File: src/design/pcrc_regs.vh
// Register offsets, fields, reset values and timing of the CRC unit
`ifndef PCRC_REGS_VH
`define PCRC_REGS_VH

// ==========================================================
// Register offsets
`define PCRC_OFF_DATA 8'h00
`define PCRC_OFF_SCRATCH 8'h04
`define PCRC_OFF_CTRL 8'h08
`define PCRC_OFF_INIT 8'h10
`define PCRC_OFF_POLY 8'h14

// ==========================================================
// Control register fields
`define PCRC_CTRL_RESET 0
`define PCRC_CTRL_PW_LO 3
`define PCRC_CTRL_PW_HI 4
`define PCRC_CTRL_RI_LO 5
`define PCRC_CTRL_RI_HI 6
`define PCRC_CTRL_RO 7

// ==========================================================
// Encodings
`define PCRC_SIZE_BYTE 2'h0
`define PCRC_SIZE_HALF 2'h1
`define PCRC_SIZE_WORD 2'h2
`define PCRC_REV_NONE 2'h0
`define PCRC_REV_BYTE 2'h1
`define PCRC_REV_HALF 2'h2
`define PCRC_REV_WORD 2'h3
`define PCRC_PW_32 2'h0
`define PCRC_PW_16 2'h1
`define PCRC_PW_8 2'h2
`define PCRC_PW_7 2'h3

// ==========================================================
// Reset values
`define PCRC_RST_DATA 32'hffffffff
`define PCRC_RST_INIT 32'hffffffff
`define PCRC_RST_POLY 32'h04c11db7
`define PCRC_RST_SCRATCH 8'h00
`define PCRC_RST_CTRL 8'h00

// ==========================================================
// Update length in cycles, one byte per cycle
`define PCRC_CYC_WORD 3'h4
`define PCRC_CYC_HALF 3'h2
`define PCRC_CYC_BYTE 3'h1

`endif

File: src/design/pcrc_bit_rev.v
// Bit order reversal within bytes, half-words or the whole word
`timescale 1ns/1ps
`include "pcrc_regs.vh"

module pcrc_bit_rev (
    input wire [1:0] mode,
    input wire [31:0] din,
    output wire [31:0] dout
);

    // ==========================================================
    // Per-bit source selection
    genvar i;
    generate
        for (i = 0; i < 32; i = i + 1) begin : g_bit
            assign dout[i] =
                (mode == `PCRC_REV_BYTE) ? din[(i / 8) * 8 + 7 - i % 8] :
                (mode == `PCRC_REV_HALF) ? din[(i / 16) * 16 + 15 - i % 16] :
                (mode == `PCRC_REV_WORD) ? din[31 - i] :
                din[i];
        end
    endgenerate

endmodule // pcrc_bit_rev

File: src/design/pcrc_byte_step.v
// One byte of checksum update, most significant bit first
`timescale 1ns/1ps
`include "pcrc_regs.vh"

module pcrc_byte_step (
    input wire [31:0] crc_in,
    input wire [7:0] data_byte,
    input wire [31:0] poly,
    input wire [1:0] width_sel,
    output reg [31:0] crc_out
);

    reg [31:0] mask;
    reg [31:0] c;
    reg fb;
    integer i;

    // ==========================================================
    // Bitwise division by the programmed polynomial
    always @* begin
        mask = 32'hffffffff;
        c = 32'h00000000;
        fb = 1'b0;
        case (width_sel)
            `PCRC_PW_32: mask = 32'hffffffff;
            `PCRC_PW_16: mask = 32'h0000ffff;
            `PCRC_PW_8: mask = 32'h000000ff;
            `PCRC_PW_7: mask = 32'h0000007f;
            default: mask = 32'hffffffff;
        endcase
        c = crc_in & mask;
        for (i = 0; i < 8; i = i + 1) begin
            case (width_sel)
                `PCRC_PW_32: fb = c[31];
                `PCRC_PW_16: fb = c[15];
                `PCRC_PW_8: fb = c[7];
                `PCRC_PW_7: fb = c[6];
                default: fb = c[31];
            endcase
            fb = fb ^ data_byte[7 - i];
            c = {c[30:0], 1'b0} & mask;
            if (fb) begin
                c = c ^ (poly & mask);
            end
        end
        crc_out = c;
    end

endmodule // pcrc_byte_step

File: src/design/pcrc_unit.v
// Programmable CRC unit with register port, input buffer and scratch byte
//
// The strobed register port and the register addresses were decided locally.
`timescale 1ns/1ps
`include "pcrc_regs.vh"

module pcrc_unit (
    input wire mclk,
    input wire srst,
    input wire [7:0] bus_addr,
    input wire [31:0] bus_wdata,
    input wire [1:0] bus_size,
    input wire bus_wr,
    input wire bus_rd,
    output reg [31:0] bus_rdata,
    output wire bus_wait,
    output wire crc_busy
);

    // ==========================================================
    // Register state
    reg [31:0] checksum_data_reg_r;
    reg [31:0] init_value_r;
    reg [31:0] poly_coeff_reg_r;
    reg [7:0] scratch_byte_reg_r;
    reg output_reverse_en_r;
    reg [1:0] input_reverse_sel_r;
    reg [1:0] poly_width_sel_r;
    reg reset_req_r;

    // ==========================================================
    // Calculation state
    reg [31:0] cur_data_r;
    reg [2:0] cur_cnt_r;
    reg [31:0] buf_data_r;
    reg [2:0] buf_cnt_r;
    reg buf_valid_r;

    wire [31:0] step_crc;
    wire [31:0] in_rev;
    wire [31:0] out_rev;
    wire busy;
    wire finishing;

    // ==========================================================
    // Address decode
    wire sel_data;
    wire sel_scratch;
    wire sel_ctrl;
    wire sel_init;
    wire sel_poly;
    wire size_word;
    wire size_ok;

    assign sel_data = (bus_addr == `PCRC_OFF_DATA);
    assign sel_scratch = (bus_addr == `PCRC_OFF_SCRATCH);
    assign sel_ctrl = (bus_addr == `PCRC_OFF_CTRL);
    assign sel_init = (bus_addr == `PCRC_OFF_INIT);
    assign sel_poly = (bus_addr == `PCRC_OFF_POLY);
    assign size_word = (bus_size == `PCRC_SIZE_WORD);
    assign size_ok = (bus_size == `PCRC_SIZE_BYTE) |
                     (bus_size == `PCRC_SIZE_HALF) | size_word;

    // ==========================================================
    // Write qualification and wait states
    wire data_wr_ok;
    wire data_wr_wait;
    wire data_rd_wait;
    wire data_take;
    wire ctrl_wr;
    wire init_wr;
    wire poly_wr;
    wire scratch_wr;
    wire rd_take;

    assign data_wr_ok = bus_wr & sel_data & size_ok;
    assign data_wr_wait = data_wr_ok & buf_valid_r;
    assign data_rd_wait = bus_rd & sel_data & (busy | buf_valid_r);
    assign bus_wait = data_wr_wait | data_rd_wait;
    assign data_take = data_wr_ok & ~buf_valid_r;
    assign ctrl_wr = bus_wr & sel_ctrl & size_word;
    assign init_wr = bus_wr & sel_init & size_word;
    assign poly_wr = bus_wr & sel_poly & size_word;
    assign scratch_wr = bus_wr & sel_scratch & size_word;
    assign rd_take = bus_rd & ~data_rd_wait;

    assign busy = (cur_cnt_r != 3'h0);
    assign finishing = busy & (cur_cnt_r == 3'h1);
    assign crc_busy = busy | buf_valid_r;

    // ==========================================================
    // Input shaping: reversal clamped to write width, left aligned
    reg [1:0] eff_rev;
    reg [31:0] in_raw;
    reg [31:0] new_data;
    reg [2:0] new_cnt;

    always @* begin
        eff_rev = input_reverse_sel_r;
        in_raw = bus_wdata;
        case (bus_size)
            `PCRC_SIZE_BYTE: begin
                eff_rev = (input_reverse_sel_r == `PCRC_REV_NONE) ?
                          `PCRC_REV_NONE : `PCRC_REV_BYTE;
                in_raw = {24'h000000, bus_wdata[7:0]};
            end
            `PCRC_SIZE_HALF: begin
                eff_rev = (input_reverse_sel_r == `PCRC_REV_WORD) ?
                          `PCRC_REV_HALF : input_reverse_sel_r;
                in_raw = {16'h0000, bus_wdata[15:0]};
            end
            default: begin
                eff_rev = input_reverse_sel_r;
                in_raw = bus_wdata;
            end
        endcase
    end

    pcrc_bit_rev u_in_rev (
        .mode(eff_rev),
        .din(in_raw),
        .dout(in_rev)
    );

    always @* begin
        new_data = in_rev;
        new_cnt = `PCRC_CYC_WORD;
        case (bus_size)
            `PCRC_SIZE_BYTE: begin
                new_data = {in_rev[7:0], 24'h000000};
                new_cnt = `PCRC_CYC_BYTE;
            end
            `PCRC_SIZE_HALF: begin
                new_data = {in_rev[15:0], 16'h0000};
                new_cnt = `PCRC_CYC_HALF;
            end
            default: begin
                new_data = in_rev;
                new_cnt = `PCRC_CYC_WORD;
            end
        endcase
    end

    // ==========================================================
    // One byte per cycle, high byte first
    pcrc_byte_step u_step (
        .crc_in(checksum_data_reg_r),
        .data_byte(cur_data_r[31:24]),
        .poly(poly_coeff_reg_r),
        .width_sel(poly_width_sel_r),
        .crc_out(step_crc)
    );

    // ==========================================================
    // Configuration registers
    always @(posedge mclk) begin
        if (srst) begin
            init_value_r <= `PCRC_RST_INIT;
            poly_coeff_reg_r <= `PCRC_RST_POLY;
            scratch_byte_reg_r <= `PCRC_RST_SCRATCH;
            output_reverse_en_r <= 1'b0;
            input_reverse_sel_r <= `PCRC_REV_NONE;
            poly_width_sel_r <= `PCRC_PW_32;
            reset_req_r <= 1'b0;
        end else begin
            if (init_wr) begin
                init_value_r <= bus_wdata;
            end
            if (poly_wr) begin
                poly_coeff_reg_r <= bus_wdata;
            end
            if (scratch_wr) begin
                scratch_byte_reg_r <= bus_wdata[7:0];
            end
            if (ctrl_wr) begin
                output_reverse_en_r <= bus_wdata[`PCRC_CTRL_RO];
                input_reverse_sel_r <=
                    bus_wdata[`PCRC_CTRL_RI_HI:`PCRC_CTRL_RI_LO];
                poly_width_sel_r <=
                    bus_wdata[`PCRC_CTRL_PW_HI:`PCRC_CTRL_PW_LO];
            end
            // Set only by software, cleared once the reload is done
            reset_req_r <= ctrl_wr & bus_wdata[`PCRC_CTRL_RESET];
        end
    end

    // ==========================================================
    // Checksum, current word and input buffer
    always @(posedge mclk) begin
        if (srst) begin
            checksum_data_reg_r <= `PCRC_RST_DATA;
            cur_data_r <= 32'h00000000;
            cur_cnt_r <= 3'h0;
            buf_data_r <= 32'h00000000;
            buf_cnt_r <= 3'h0;
            buf_valid_r <= 1'b0;
        end else if (init_wr | reset_req_r) begin
            // Reload drops pending work; a write in the same cycle starts
            if (init_wr) begin
                checksum_data_reg_r <= bus_wdata;
            end else begin
                checksum_data_reg_r <= init_value_r;
            end
            cur_data_r <= data_take ? new_data : 32'h00000000;
            cur_cnt_r <= data_take ? new_cnt : 3'h0;
            buf_valid_r <= 1'b0;
            buf_cnt_r <= 3'h0;
        end else begin
            if (busy) begin
                checksum_data_reg_r <= step_crc;
            end
            if (~busy | finishing) begin
                if (buf_valid_r) begin
                    cur_data_r <= buf_data_r;
                    cur_cnt_r <= buf_cnt_r;
                    buf_valid_r <= 1'b0;
                end else if (data_take) begin
                    cur_data_r <= new_data;
                    cur_cnt_r <= new_cnt;
                end else begin
                    cur_cnt_r <= 3'h0;
                end
            end else begin
                cur_data_r <= {cur_data_r[23:0], 8'h00};
                cur_cnt_r <= cur_cnt_r - 3'h1;
                if (data_take) begin
                    buf_data_r <= new_data;
                    buf_cnt_r <= new_cnt;
                    buf_valid_r <= 1'b1;
                end
            end
        end
    end

    // ==========================================================
    // Read path
    reg [31:0] width_mask;
    wire [31:0] crc_masked;

    always @* begin
        case (poly_width_sel_r)
            `PCRC_PW_32: width_mask = 32'hffffffff;
            `PCRC_PW_16: width_mask = 32'h0000ffff;
            `PCRC_PW_8: width_mask = 32'h000000ff;
            `PCRC_PW_7: width_mask = 32'h0000007f;
            default: width_mask = 32'hffffffff;
        endcase
    end

    assign crc_masked = checksum_data_reg_r & width_mask;

    pcrc_bit_rev u_out_rev (
        .mode(`PCRC_REV_WORD),
        .din(crc_masked),
        .dout(out_rev)
    );

    always @(posedge mclk) begin
        if (srst) begin
            bus_rdata <= 32'h00000000;
        end else if (rd_take & sel_data) begin
            bus_rdata <= output_reverse_en_r ? out_rev : crc_masked;
        end else if (rd_take & size_word) begin
            case (bus_addr)
                `PCRC_OFF_SCRATCH: bus_rdata <= {24'h000000,
                                                 scratch_byte_reg_r};
                `PCRC_OFF_CTRL: bus_rdata <= {24'h000000,
                                              output_reverse_en_r,
                                              input_reverse_sel_r,
                                              poly_width_sel_r,
                                              2'b00, reset_req_r};
                `PCRC_OFF_INIT: bus_rdata <= init_value_r;
                `PCRC_OFF_POLY: bus_rdata <= poly_coeff_reg_r;
                default: bus_rdata <= 32'h00000000;
            endcase
        end else begin
            bus_rdata <= 32'h00000000;
        end
    end

endmodule // pcrc_unit

File: config.mk
export PLATFORM = sky130hd
export DESIGN_NAME = pcrc_unit
export DESIGN_NICKNAME = d
export VERILOG_FILES = /design/src/design/pcrc_bit_rev.v /design/src/design/pcrc_byte_step.v /design/src/design/pcrc_unit.v
export VERILOG_INCLUDE_DIRS = /design/src /design/src/design
export SDC_FILE = /design/constraint.sdc
export NUM_CORES = 1
export LEC_CHECK = 0
export BUFFER_PORTS_ARGS = -buffer_cell sky130_fd_sc_hd__buf_4
export CELL_PAD_IN_SITES_DETAIL_PLACEMENT = 1
export CELL_PAD_IN_SITES_GLOBAL_PLACEMENT = 1
export CORE_UTILIZATION = 46
export CTS_CLUSTER_SIZE = 40
export DETAILED_ROUTE_END_ITERATION = 8
export PLACE_DENSITY = 0.9
export SLEW_MARGIN = 20
export SYNTH_ARGS = -nofsm -noshare
export SYNTH_HDL_FRONTEND = slang
export SYNTH_SLANG_ARGS = --single-unit
File: constraint.sdc
create_clock -name mclk -period 8.9 [get_ports mclk]
set_input_delay 0.445 -clock mclk [delete_from_list [all_inputs] [get_ports mclk]]
set_output_delay 0.445 -clock mclk [all_outputs]
set_load 0.05 [all_outputs]
== Yosys cells after proc, flatten, opt, wreduce, memory -nomap -nowiden ==
Cells that the tools add are included.

* Register bits after elaboration: 213
* Input port bits: 46
* Output and inout port bits: 34
* Logic and storage cells: 231

* Add/sub/neg operators: 1
* Equality and inequality tests: 15
* Muxes and demuxes: 135
* Bitwise logic cells: 56
* Reductions and logical operators: 10

{| class="wikitable"
|+ Operators with widths
! operator !! count
|-
| 2-to-1 mux 32 bit || 19
|-
| bitwise AND 32 bit || 10
|-
| case mux 32 bit (4 select lines) || 2
|-
| XOR 32 bit || 8
|-
| case mux 32 bit (2 select lines) || 2
|-
| 2-to-1 mux 1 bit || 97
|-
| case mux 1 bit (4 select lines) || 8
|-
| bitwise AND 1 bit || 19
|-
| == test 8 x 5 -> 1 bit (second input constant) || 2
|-
| == test 2 bit (second input constant) || 6
|-
| 2-to-1 mux 3 bit || 4
|-
| == test 8 x 3 -> 1 bit (second input constant) || 1
|-
| == test 8 x 4 -> 1 bit (second input constant) || 1
|-
| zero test 8 bit || 1
|-
| XOR 1 bit || 8
|-
| == test 2 x 1 -> 1 bit (second input constant) || 3
|-
| zero test 2 bit || 3
|-
| OR 1 bit || 6
|-
| case mux 3 bit (2 select lines) || 1
|-
| NOT 1 bit || 5
|-
| != test 4 bit (second input constant) || 1
|-
| case mux 2 bit (2 select lines) || 1
|-
| == test 3 x 1 -> 1 bit (second input constant) || 1
|-
| AND reduction 3 bit || 1
|-
| other kinds (7) || 7
|}

== Depth between registers and ports, before layout ==
Gate-level depths: netlist of the first run.

* Word-level depth: 29
* Gate-level depth with buffers: 35
* Gate-level depth less buffers: 28

== Hierarchy ==
Synthesis of the first run repeated with hierarchy kept, for this count alone.

* Cell total of the unflattened synthesis: 2362
* Area total of the unflattened synthesis: 17936.0 um2

{| class="wikitable"
|+ Modules (own cells, without submodules)
! module !! times used !! cells an instance !! area each (um2) !! sequential area each (um2)
|-
| pcrc_unit || 1 || 1310 || 10099.7 || 4264.1
|-
| pcrc_byte_step || 1 || 972 || 6164.7 || 0.0
|-
| pcrc_bit_rev || 2 || 40 || 835.8 || 0.0
|}

== Worst setup path after synthesis of the first run ==
Ideal clock, no wire load.

* Path kind: register to register
* From: register poly_width_sel_r[0]
* To: register checksum_data_reg_r[31]
* Arrival time: 7.341 ns
* Required time: 8.840 ns
* Setup slack: 1.499 ns
* Stages on the path, launching flop included: 33
* Buffers on the path: 6
* Period minus slack after synthesis: 7.401 ns
* Cells stage by stage: dfxtp_1 -> buf_6 -> mux4_2 -> xor2_1 -> buf_6 -> nand2_1 -> xnor2_1 -> xnor2_1 -> o32ai_1 -> or3_1 -> buf_2 -> and3_4 -> xnor2_2 -> o2111a_1 -> buf_6 -> mux2i_1 -> mux2i_1 -> nand2_1 -> nor3_1 -> and3b_1 -> xnor2_2 -> a221oi_4 -> mux2i_1 -> xor2_1 -> o211ai_1 -> or3_4 -> a21oi_1 -> mux2i_1 -> o2111a_1 -> buf_6 -> buf_4 -> mux4_2 -> nand2_1

* Cells in the longest elaborated chain, start to end: 29

{| class="wikitable"
|+ RTL lines
! item !! RTL line !! text
|-
| from (decl) || pcrc_unit.v:28 || <nowiki>reg [1:0] poly_width_sel_r;</nowiki>
|-
| from (signal assigned) || pcrc_unit.v:163 || <nowiki>poly_width_sel_r <= `PCRC_PW_32;</nowiki>
|-
| from (signal assigned) || pcrc_unit.v:179 || <nowiki>poly_width_sel_r <=</nowiki>
|-
| == test 2 bit (tied with other cells) || pcrc_byte_step.v:24, pcrc_byte_step.v:33 ||
|-
| case mux 32 bit (4 select lines) || pcrc_byte_step.v:24 || <nowiki>case (width_sel)</nowiki>
|-
| bitwise AND 32 bit || pcrc_byte_step.v:31 || <nowiki>c = crc_in & mask;</nowiki>
|-
| case mux 1 bit (4 select lines) or bitwise AND 32 bit (tied branches) || pcrc_byte_step.v:33, pcrc_byte_step.v:41 ||
|-
| XOR 1 bit or XOR 32 bit (tied branches) || pcrc_byte_step.v:40, pcrc_byte_step.v:43 ||
|-
| 2-to-1 mux 32 bit || pcrc_byte_step.v:42 || <nowiki>if (fb) begin</nowiki>
|-
| case mux 1 bit (4 select lines) or bitwise AND 32 bit (tied branches) || pcrc_byte_step.v:33, pcrc_byte_step.v:41 ||
|-
| XOR 1 bit or XOR 32 bit (tied branches) || pcrc_byte_step.v:40, pcrc_byte_step.v:43 ||
|-
| (+13 left out) || n/a ||
|-
| case mux 1 bit (4 select lines) or bitwise AND 32 bit (tied branches) || pcrc_byte_step.v:33, pcrc_byte_step.v:41 ||
|-
| XOR 1 bit or XOR 32 bit (tied branches) || pcrc_byte_step.v:40, pcrc_byte_step.v:43 ||
|-
| 2-to-1 mux 32 bit || pcrc_byte_step.v:42 ||
|-
| case mux 1 bit (4 select lines) or bitwise AND 32 bit (tied branches) || pcrc_byte_step.v:33, pcrc_byte_step.v:41 ||
|-
| XOR 1 bit or XOR 32 bit (tied branches) || pcrc_byte_step.v:40, pcrc_byte_step.v:43 ||
|-
| 2-to-1 mux 32 bit * || pcrc_byte_step.v:42 ||
|-
| 2-to-1 mux 32 bit * || pcrc_unit.v:209 || <nowiki>if (busy) begin</nowiki>
|-
| 2-to-1 mux 32 bit * || pcrc_unit.v:197 || <nowiki>end else if (init_wr | reset_req_r) begin</nowiki>
|-
| to (signal assigned) || pcrc_unit.v:200 || <nowiki>checksum_data_reg_r <= bus_wdata;</nowiki>
|-
| to (signal assigned) || pcrc_unit.v:202 || <nowiki>checksum_data_reg_r <= init_value_r;</nowiki>
|-
| to (signal assigned) || pcrc_unit.v:210 || <nowiki>checksum_data_reg_r <= step_crc;</nowiki>
|-
| to (decl) || pcrc_unit.v:22 || <nowiki>reg [31:0] checksum_data_reg_r;</nowiki>
|}

Mark *: on every way between the ends. The rest lies on a longest branch, timed or not. The select of a mux whose other input is x is not followed.
A chain may end at the register's enable or synchronous reset.

== Worst setup path in the final report of the first run ==
* From: register poly_width_sel_r[0]
* To: register checksum_data_reg_r[27]

The elaborated chain is that of the path after synthesis.

==> results of run 1 <==
## power by group
group | leakage (uW) | switching [uW] | internal, uW
clock network | 0.000422 | 446 | 651
registers | 0.00173 | 179 | 1100
logic | 0.00431 | 3110 | 1990
## cell usage in the layout, fill, tap and decap left out, types with 7 or more instances in the layout
cell type  count
mux2i_1       46
nand2b_1      14
nand4_1        7
xor2_1        42
nand2_1      433
a222oi_1      20
or3_1          8
mux4_2        14
xnor2_1      157
nand3b_1      38
inv_1         13
buf_4        137
o21ai_0       78
a22oi_1       25
o221ai_1      10
clkbuf_16     25
o22a_1        15
a21oi_1      128
o31ai_2        9
dfxtp_1      211
o22ai_1       19
and2_1        10
a21oi_2        8
clkbuf_8       9
nand3_1       57
o31ai_1       12
mux2_2        11
nor2b_1       43
a211o_1       33
and3_1        28
nor3b_1       11
a31oi_1       15
a211oi_1      42
nor2_1       224
a221oi_1      32
xnor2_2        7
nor3_1        36
## layer usage
layer  GRT usage [%]  vias up  routed length, um
li1                -     7326                  -
met1           44.17     8187              24310
met2           61.70      959              30160
met3           7.572      332               6147
met4           30.03        2               5560
met5               0        -                 11
## state kept, by name, indices dropped and copies added, names as in the netlist
register,flops
reset_req_r,1
init_value_r,32
buf_data_r,32
scratch_byte_reg_r,8
cur_cnt_r,3
buf_cnt_r,3
checksum_data_reg_r,32
output_reverse_en_r,1
buf_valid_r,1
poly_coeff_reg_r,32
input_reverse_sel_r,2
bus_rdata,32
poly_width_sel_r,2
cur_data_r,32
## layout make-up
class                      instances  share of cell area (%)
clock buffer                      40                   4.459
clock inverter                     4                  0.5131
inverter                          13                  0.2819
multi-input combinational       1700                   60.69
sequential                       213                   24.64
tap                              448                   3.238
timing repair buffer             139                   6.172
## path summary, 6_finish.rpt
path	startpoint	to	slack (ns)
min reg2reg	buf_data_r[7]	buf_data_r[7]	0.45
min	bus_wdata[14]	poly_coeff_reg_r[14]	0.22
max	poly_width_sel_r[0]	checksum_data_reg_r[27]	0.33
max reg2reg	poly_width_sel_r[0]	checksum_data_reg_r[27]	0.33
## worst register-to-register path: cells and delay by family, from the launching register on
family,cells,cell delay [ns]
flops,1,0.54
compound gates,7,1.79
buf+inv,4,0.69
xor+xnor,5,1.15
simple gates,10,2.49
mux,5,1.85
## metrics by stage
stage               std cells  util [%]  hold slack, ns  setup slack (ns)  total power, uW
floorplan                2133         -          0.4316             1.499             4887
global placement         2505     48.86          0.4373            0.3012             5887
detailed placement       2505     48.86          0.4444           -0.1510             6087
CTS                      2549     51.47          0.2060            0.1706             7256
global route             2557     51.76          0.2231        -0.0004476             7804
finish                   2557     51.76          0.2178            0.3280             7472
## logic make-up after synthesis
group	Yosys count	share of synthesized area (%)
AOI/OAI and AO/OA	475	21.10
xor gates and xnor gates	211	12.15
adders and majority gates	3	0.2410
buffers and inverters	220	5.856
DFF	213	27.38
muxes	76	6.620
and+or+nand+nor	935	26.65
## what timing repair did
item / 4_1_cts / 5_1_grt
resized for setup: 2 / 3
cloned: 0 / 0
buffers inserted: 0 / 8
pin swaps: 0 / 3
setup endpoints to repair: 27 / 31
==> flow_summary.yaml, run 1 <==
run_status:
  status: "finished clean"
place:
  io_buffer_count: 79
  dpl-instance-area_um2: 16340
  detailed_place_hpwl_um: 44600
  gp_congestion: 0.9783
timing:
  slew_headroom_pct: 15.91
  finalHoldViolCount: 0
  finalMaxSlewViolations: 0
  fmaxAchievable_mhz: 116.7
  fin_crit_ns: 8.572
  fin_skew_ns: 0.01820
  tightest_slew_ns: 1.252
  finalSetupViolCount: 0
  min_period_over_period_pct: 96.31
  finalSetupTns_ns: 0
cts:
  cts_tree: "yes"
  cts_root_buf: "clkbuf_16"
  clk_latency_ns: 0.57
  numCtsBuffers: 25
  cts.clk_slew.worst_paths_ns: 0.08
  cts_num_sinks: 213
  postCtsHoldBufs: 0
  htreeDepth: 1
  cts_buffer_depth: 3
finish:
  antenna_cells: 0
  drive_above_1_share_pct: 12.28
  nFillCells: 4149
  nets: 2141
  regArea_um2: 4267
  multi_input_area_um2: 10510
  stdcell_area_um2: 17310
  area_growth_pct: 11.16
worst_setup_path:
  end_kind: "flip-flop"
  max_stage_delay_ns: 0.54
  worstPathMaxFanout: 8
  critical_path_arrival_ns: 9.07
  slowest_stage: "dfxtp_1"
  worstPathRequired_ns: 9.39
  path_buf_inv: 4
  crit_family: "simple AND/OR/NAND/NOR gates"
  cp.depth: 31
  critPathLaunchType: "flip-flop"
  r2r_cells: 31
  crit_type: "reg -> reg"
drt:
  drcViolationCount: 0
  drt-total-wl_um: 66190
  viasPerCell: 6.573
  drt_iter0_markers: 1635
  antenna_left: 0
  dr.pass1.iters: 8
  vias: 16810
  wl_per_cell_um: 25.89
synth:
  yosysWarnings: 0
  synth_area_um2: 15570
  synth_nets: 2182
  yosys.cell_types.count: 75
  yosys.area.top_type: "dfxtp_1"
  async_reset_ff_share_pct: 0
  synthTopCellsByCount: "nand2_1, nor2_1, dfxtp_1"
  synth_edf_count: 0
  yosysMostFrequentCell: "nand2_1"
  syn-instance-count: 2133
  ys.flop_type: "dfxtp_1"
  synth-seq-cells: 213
  avgSynthCellArea_um2: 7.302
  synth_area_leaders: "dfxtp_1, nand2_1, xnor2_1"
  synth_top_area_share_pct: 27.38
  ys_seq_area_share_pct: 27.38
worst_hold_path:
  holdPathStages: 3
  holdCritPathClass: "in -> reg"
power_and_ir_drop:
  ir_worst_vdd_uv: 180.0
  leakage_uw: 0.006467
  powerDensity_nw_per_um2: 431.6
grt:
  antenna_found_initial: 2
  first_global_vias: 17260
  grt_pass1_wl_um: 100700
  grt_max_degree: 68
  grt-ovfl-total: 0
  grt_usage_pct: 38.18
floorplanning:
  rows: 67
  core_um2: 33450
  die_y_um: 186.0
  initial_core_util_pct: 46.56
  die_w_um: 186.0
  io_pins: 80
  dieArea_um2: 34600
flow_run:
  cap_violations: 0
Power figures use the tool's default switching activity.
==> run 2: changes to the inputs <==
--- a/config.mk
+++ b/config.mk
@@ -13,6 +13,7 @@
 export CTS_CLUSTER_SIZE = 40
 export DETAILED_ROUTE_END_ITERATION = 8
 export PLACE_DENSITY = 0.9
+export RECOVER_POWER = 25
 export SLEW_MARGIN = 20
 export SYNTH_ARGS = -nofsm -noshare
 export SYNTH_HDL_FRONTEND = slang
==> run 2 against run 1 <==
Compared with the run above:
- the run now ends with max-capacitance violations, max-slew violations left
- critical endpoint unchanged
- non-clock buffer count unchanged
- via count rose by 0.44%
- sequential share of layout area grew 0.18 points
- power barely moved
- first-iteration DRC count is 2.0% higher
- critical path depth did not move
- clock skew down 0.00098 ns
- routed wire length about the same
- utilization down 0.39 points
- cell count is essentially flat
- worst hold slack better by 0.00095 ns
==> flow_summary.yaml, run 2 (synthesized netlist as in run 1, its figures left out) <==
run_status:
  status: "complete, but fails checks"
  violations: "max-capacitance violations, max-slew violations"
drt:
  vias: 16880
  drt_iter0_markers: 1668
  drcViolationCount: 0
  wl_per_cell_um: 25.89
  drt-total-wl_um: 66230
  dr.pass1.iters: 8
  viasPerCell: 6.599
  antenna_left: 0
worst_hold_path:
  min-delay-start: "bus_wdata[14]"
  holdCritPathClass: "in -> reg"
grt:
  grt_pass1_wl_um: 100700
  first_global_vias: 17260
  grt_usage_pct: 38.18
  grt-ovfl-total: 0
  antenna_found_initial: 2
  grt_max_degree: 68
finish:
  nFillCells: 4174
  layout_common_cells: "nand2_1, nor2_1, dfxtp_1"
  mostFrequentLayoutCell: "nand2_1"
  area_growth_pct: 10.33
  finalNonFillerCells: 2558
  nets: 2141
  drive_above_1_share_pct: 10.62
timing:
  fin_skew_ns: 0.01722
  finalSetupViolCount: 0
  tightest_slew_ns: 2.355
  finalSetupTns_ns: 0
  fmaxAchievable_mhz: 116.6
  finalHoldViolCount: 0
  fin_crit_ns: 8.575
  slew_headroom_pct: -56.97
  min_period_over_period_pct: 96.35
  finalMaxSlewViolations: 145
floorplanning:
  die_y_um: 186.0
  core_um2: 33450
  die_w_um: 186.0
  dieArea_um2: 34600
  io_pins: 80
  initial_core_util_pct: 46.56
  rows: 67
power_and_ir_drop:
  powerDensity_nw_per_um2: 435.2
  leakage_uw: 0.006316
  ir_worst_vdd_uv: 180.0
worst_setup_path:
  crit_type: "reg -> reg"
  worstPathMaxFanout: 8
  crit_start: "poly_width_sel_r[0]"
  worstPathRequired_ns: 9.39
  slowest_stage: "dfxtp_1"
  r2r-start: "poly_width_sel_r[0]"
  end_kind: "flip-flop"
  critPathLaunchType: "flip-flop"
  critical_path_arrival_ns: 9.07
  max_stage_delay_ns: 0.54
cts:
  numCtsBuffers: 25
  clk_latency_ns: 0.56
  postCtsHoldBufs: 0
  cts_root_buf: "clkbuf_16"
  cts_tree: "yes"
  cts_buffer_depth: 3
  cts_num_sinks: 213
  cts.clk_slew.worst_paths_ns: 0.07
  htreeDepth: 1
place:
  io_buffer_count: 79
  detailed_place_hpwl_um: 44600
  gp_congestion: 0.9783
  place_inst: 2505
flow_run:
  cap_violations: 4
[run 2: cell count changes in the layout (fill, tap and decap cells not counted), sizes merged]
cell	change
clkbuf	+35
diode	+1
buf	-35
[run 2: layout make-up]
cell class | instances | area, um2 | share of cell area, %
Antenna cell | 1 | 2.502 | 0.01456
Clock buffer | 40 | 772.0 | 4.492
Clock inverter | 4 | 88.84 | 0.5170
Inverter | 13 | 48.80 | 0.2840
Multi-Input combinational cell | 1700 | 10510 | 61.15
Sequential cell | 213 | 4267 | 24.83
Tap cell | 448 | 560.5 | 3.262
Timing Repair Buffer | 139 | 937.1 | 5.454
[run 2: where the power goes]
part / total [uW] / internal [uW] / switching [uW]
combinational: 5100 / 1990 / 3110
sequential: 1280 / 1100 / 180
clock: 1100 / 651 / 446
[run 2: routing by layer]
metal	part of all wire (%)	GRT usage, %	vias to the layer above	wire length, um
met5	0.014	0	-	9
met4	8.2	30.03	2	5423
met3	9.6	7.572	323	6331
met2	46	61.70	988	30360
met1	36	44.17	8240	24110
li1	-	-	7327	-
[run 2: critical path, delay by kind of cell, from the launching register on]
kind | cells | cell delay [ns]
buffers and inverters | 4 | 0.69
AND/OR/NAND/NOR | 10 | 2.49
AO/OA/AOI/OAI | 7 | 1.78
XOR/XNOR | 5 | 1.14
flip-flops | 1 | 0.54
multiplexers | 5 | 1.85
[run 2: per-stage QoR]
| stage | area, um2 | hold slack [ns] | utilization (%) | setup slack, ns | total power [uW] |
|---|---|---|---|---|---|
| floorplan | 15570 | 0.4316 | - | 1.499 | 4887 |
| global placement | 16340 | 0.4373 | 48.86 | 0.3012 | 5887 |
| detailed placement | 16340 | 0.4444 | 48.86 | -0.1510 | 6087 |
| CTS | 17220 | 0.2060 | 51.47 | 0.1706 | 7256 |
| global route | 17180 | 0.2231 | 51.37 | -0.0004476 | 7804 |
| finish | 17180 | 0.2188 | 51.37 | 0.3251 | 7479 |
[run 2: worst paths after layout]
kind	to	slack, ns	cells after the start
max	checksum_data_reg_r[27]	0.33	31
min	poly_coeff_reg_r[14]	0.22	3
max reg2reg	checksum_data_reg_r[27]	0.33	31
min reg2reg	buf_data_r[7]	0.45	2
[run 2: what timing repair did]
action	in CTS	in global routing
endpoints found under the setup margin	27	31
pin swaps	0	3
setup buffers	0	8
endpoints found under the hold margin	0	0
resized for setup	2	3
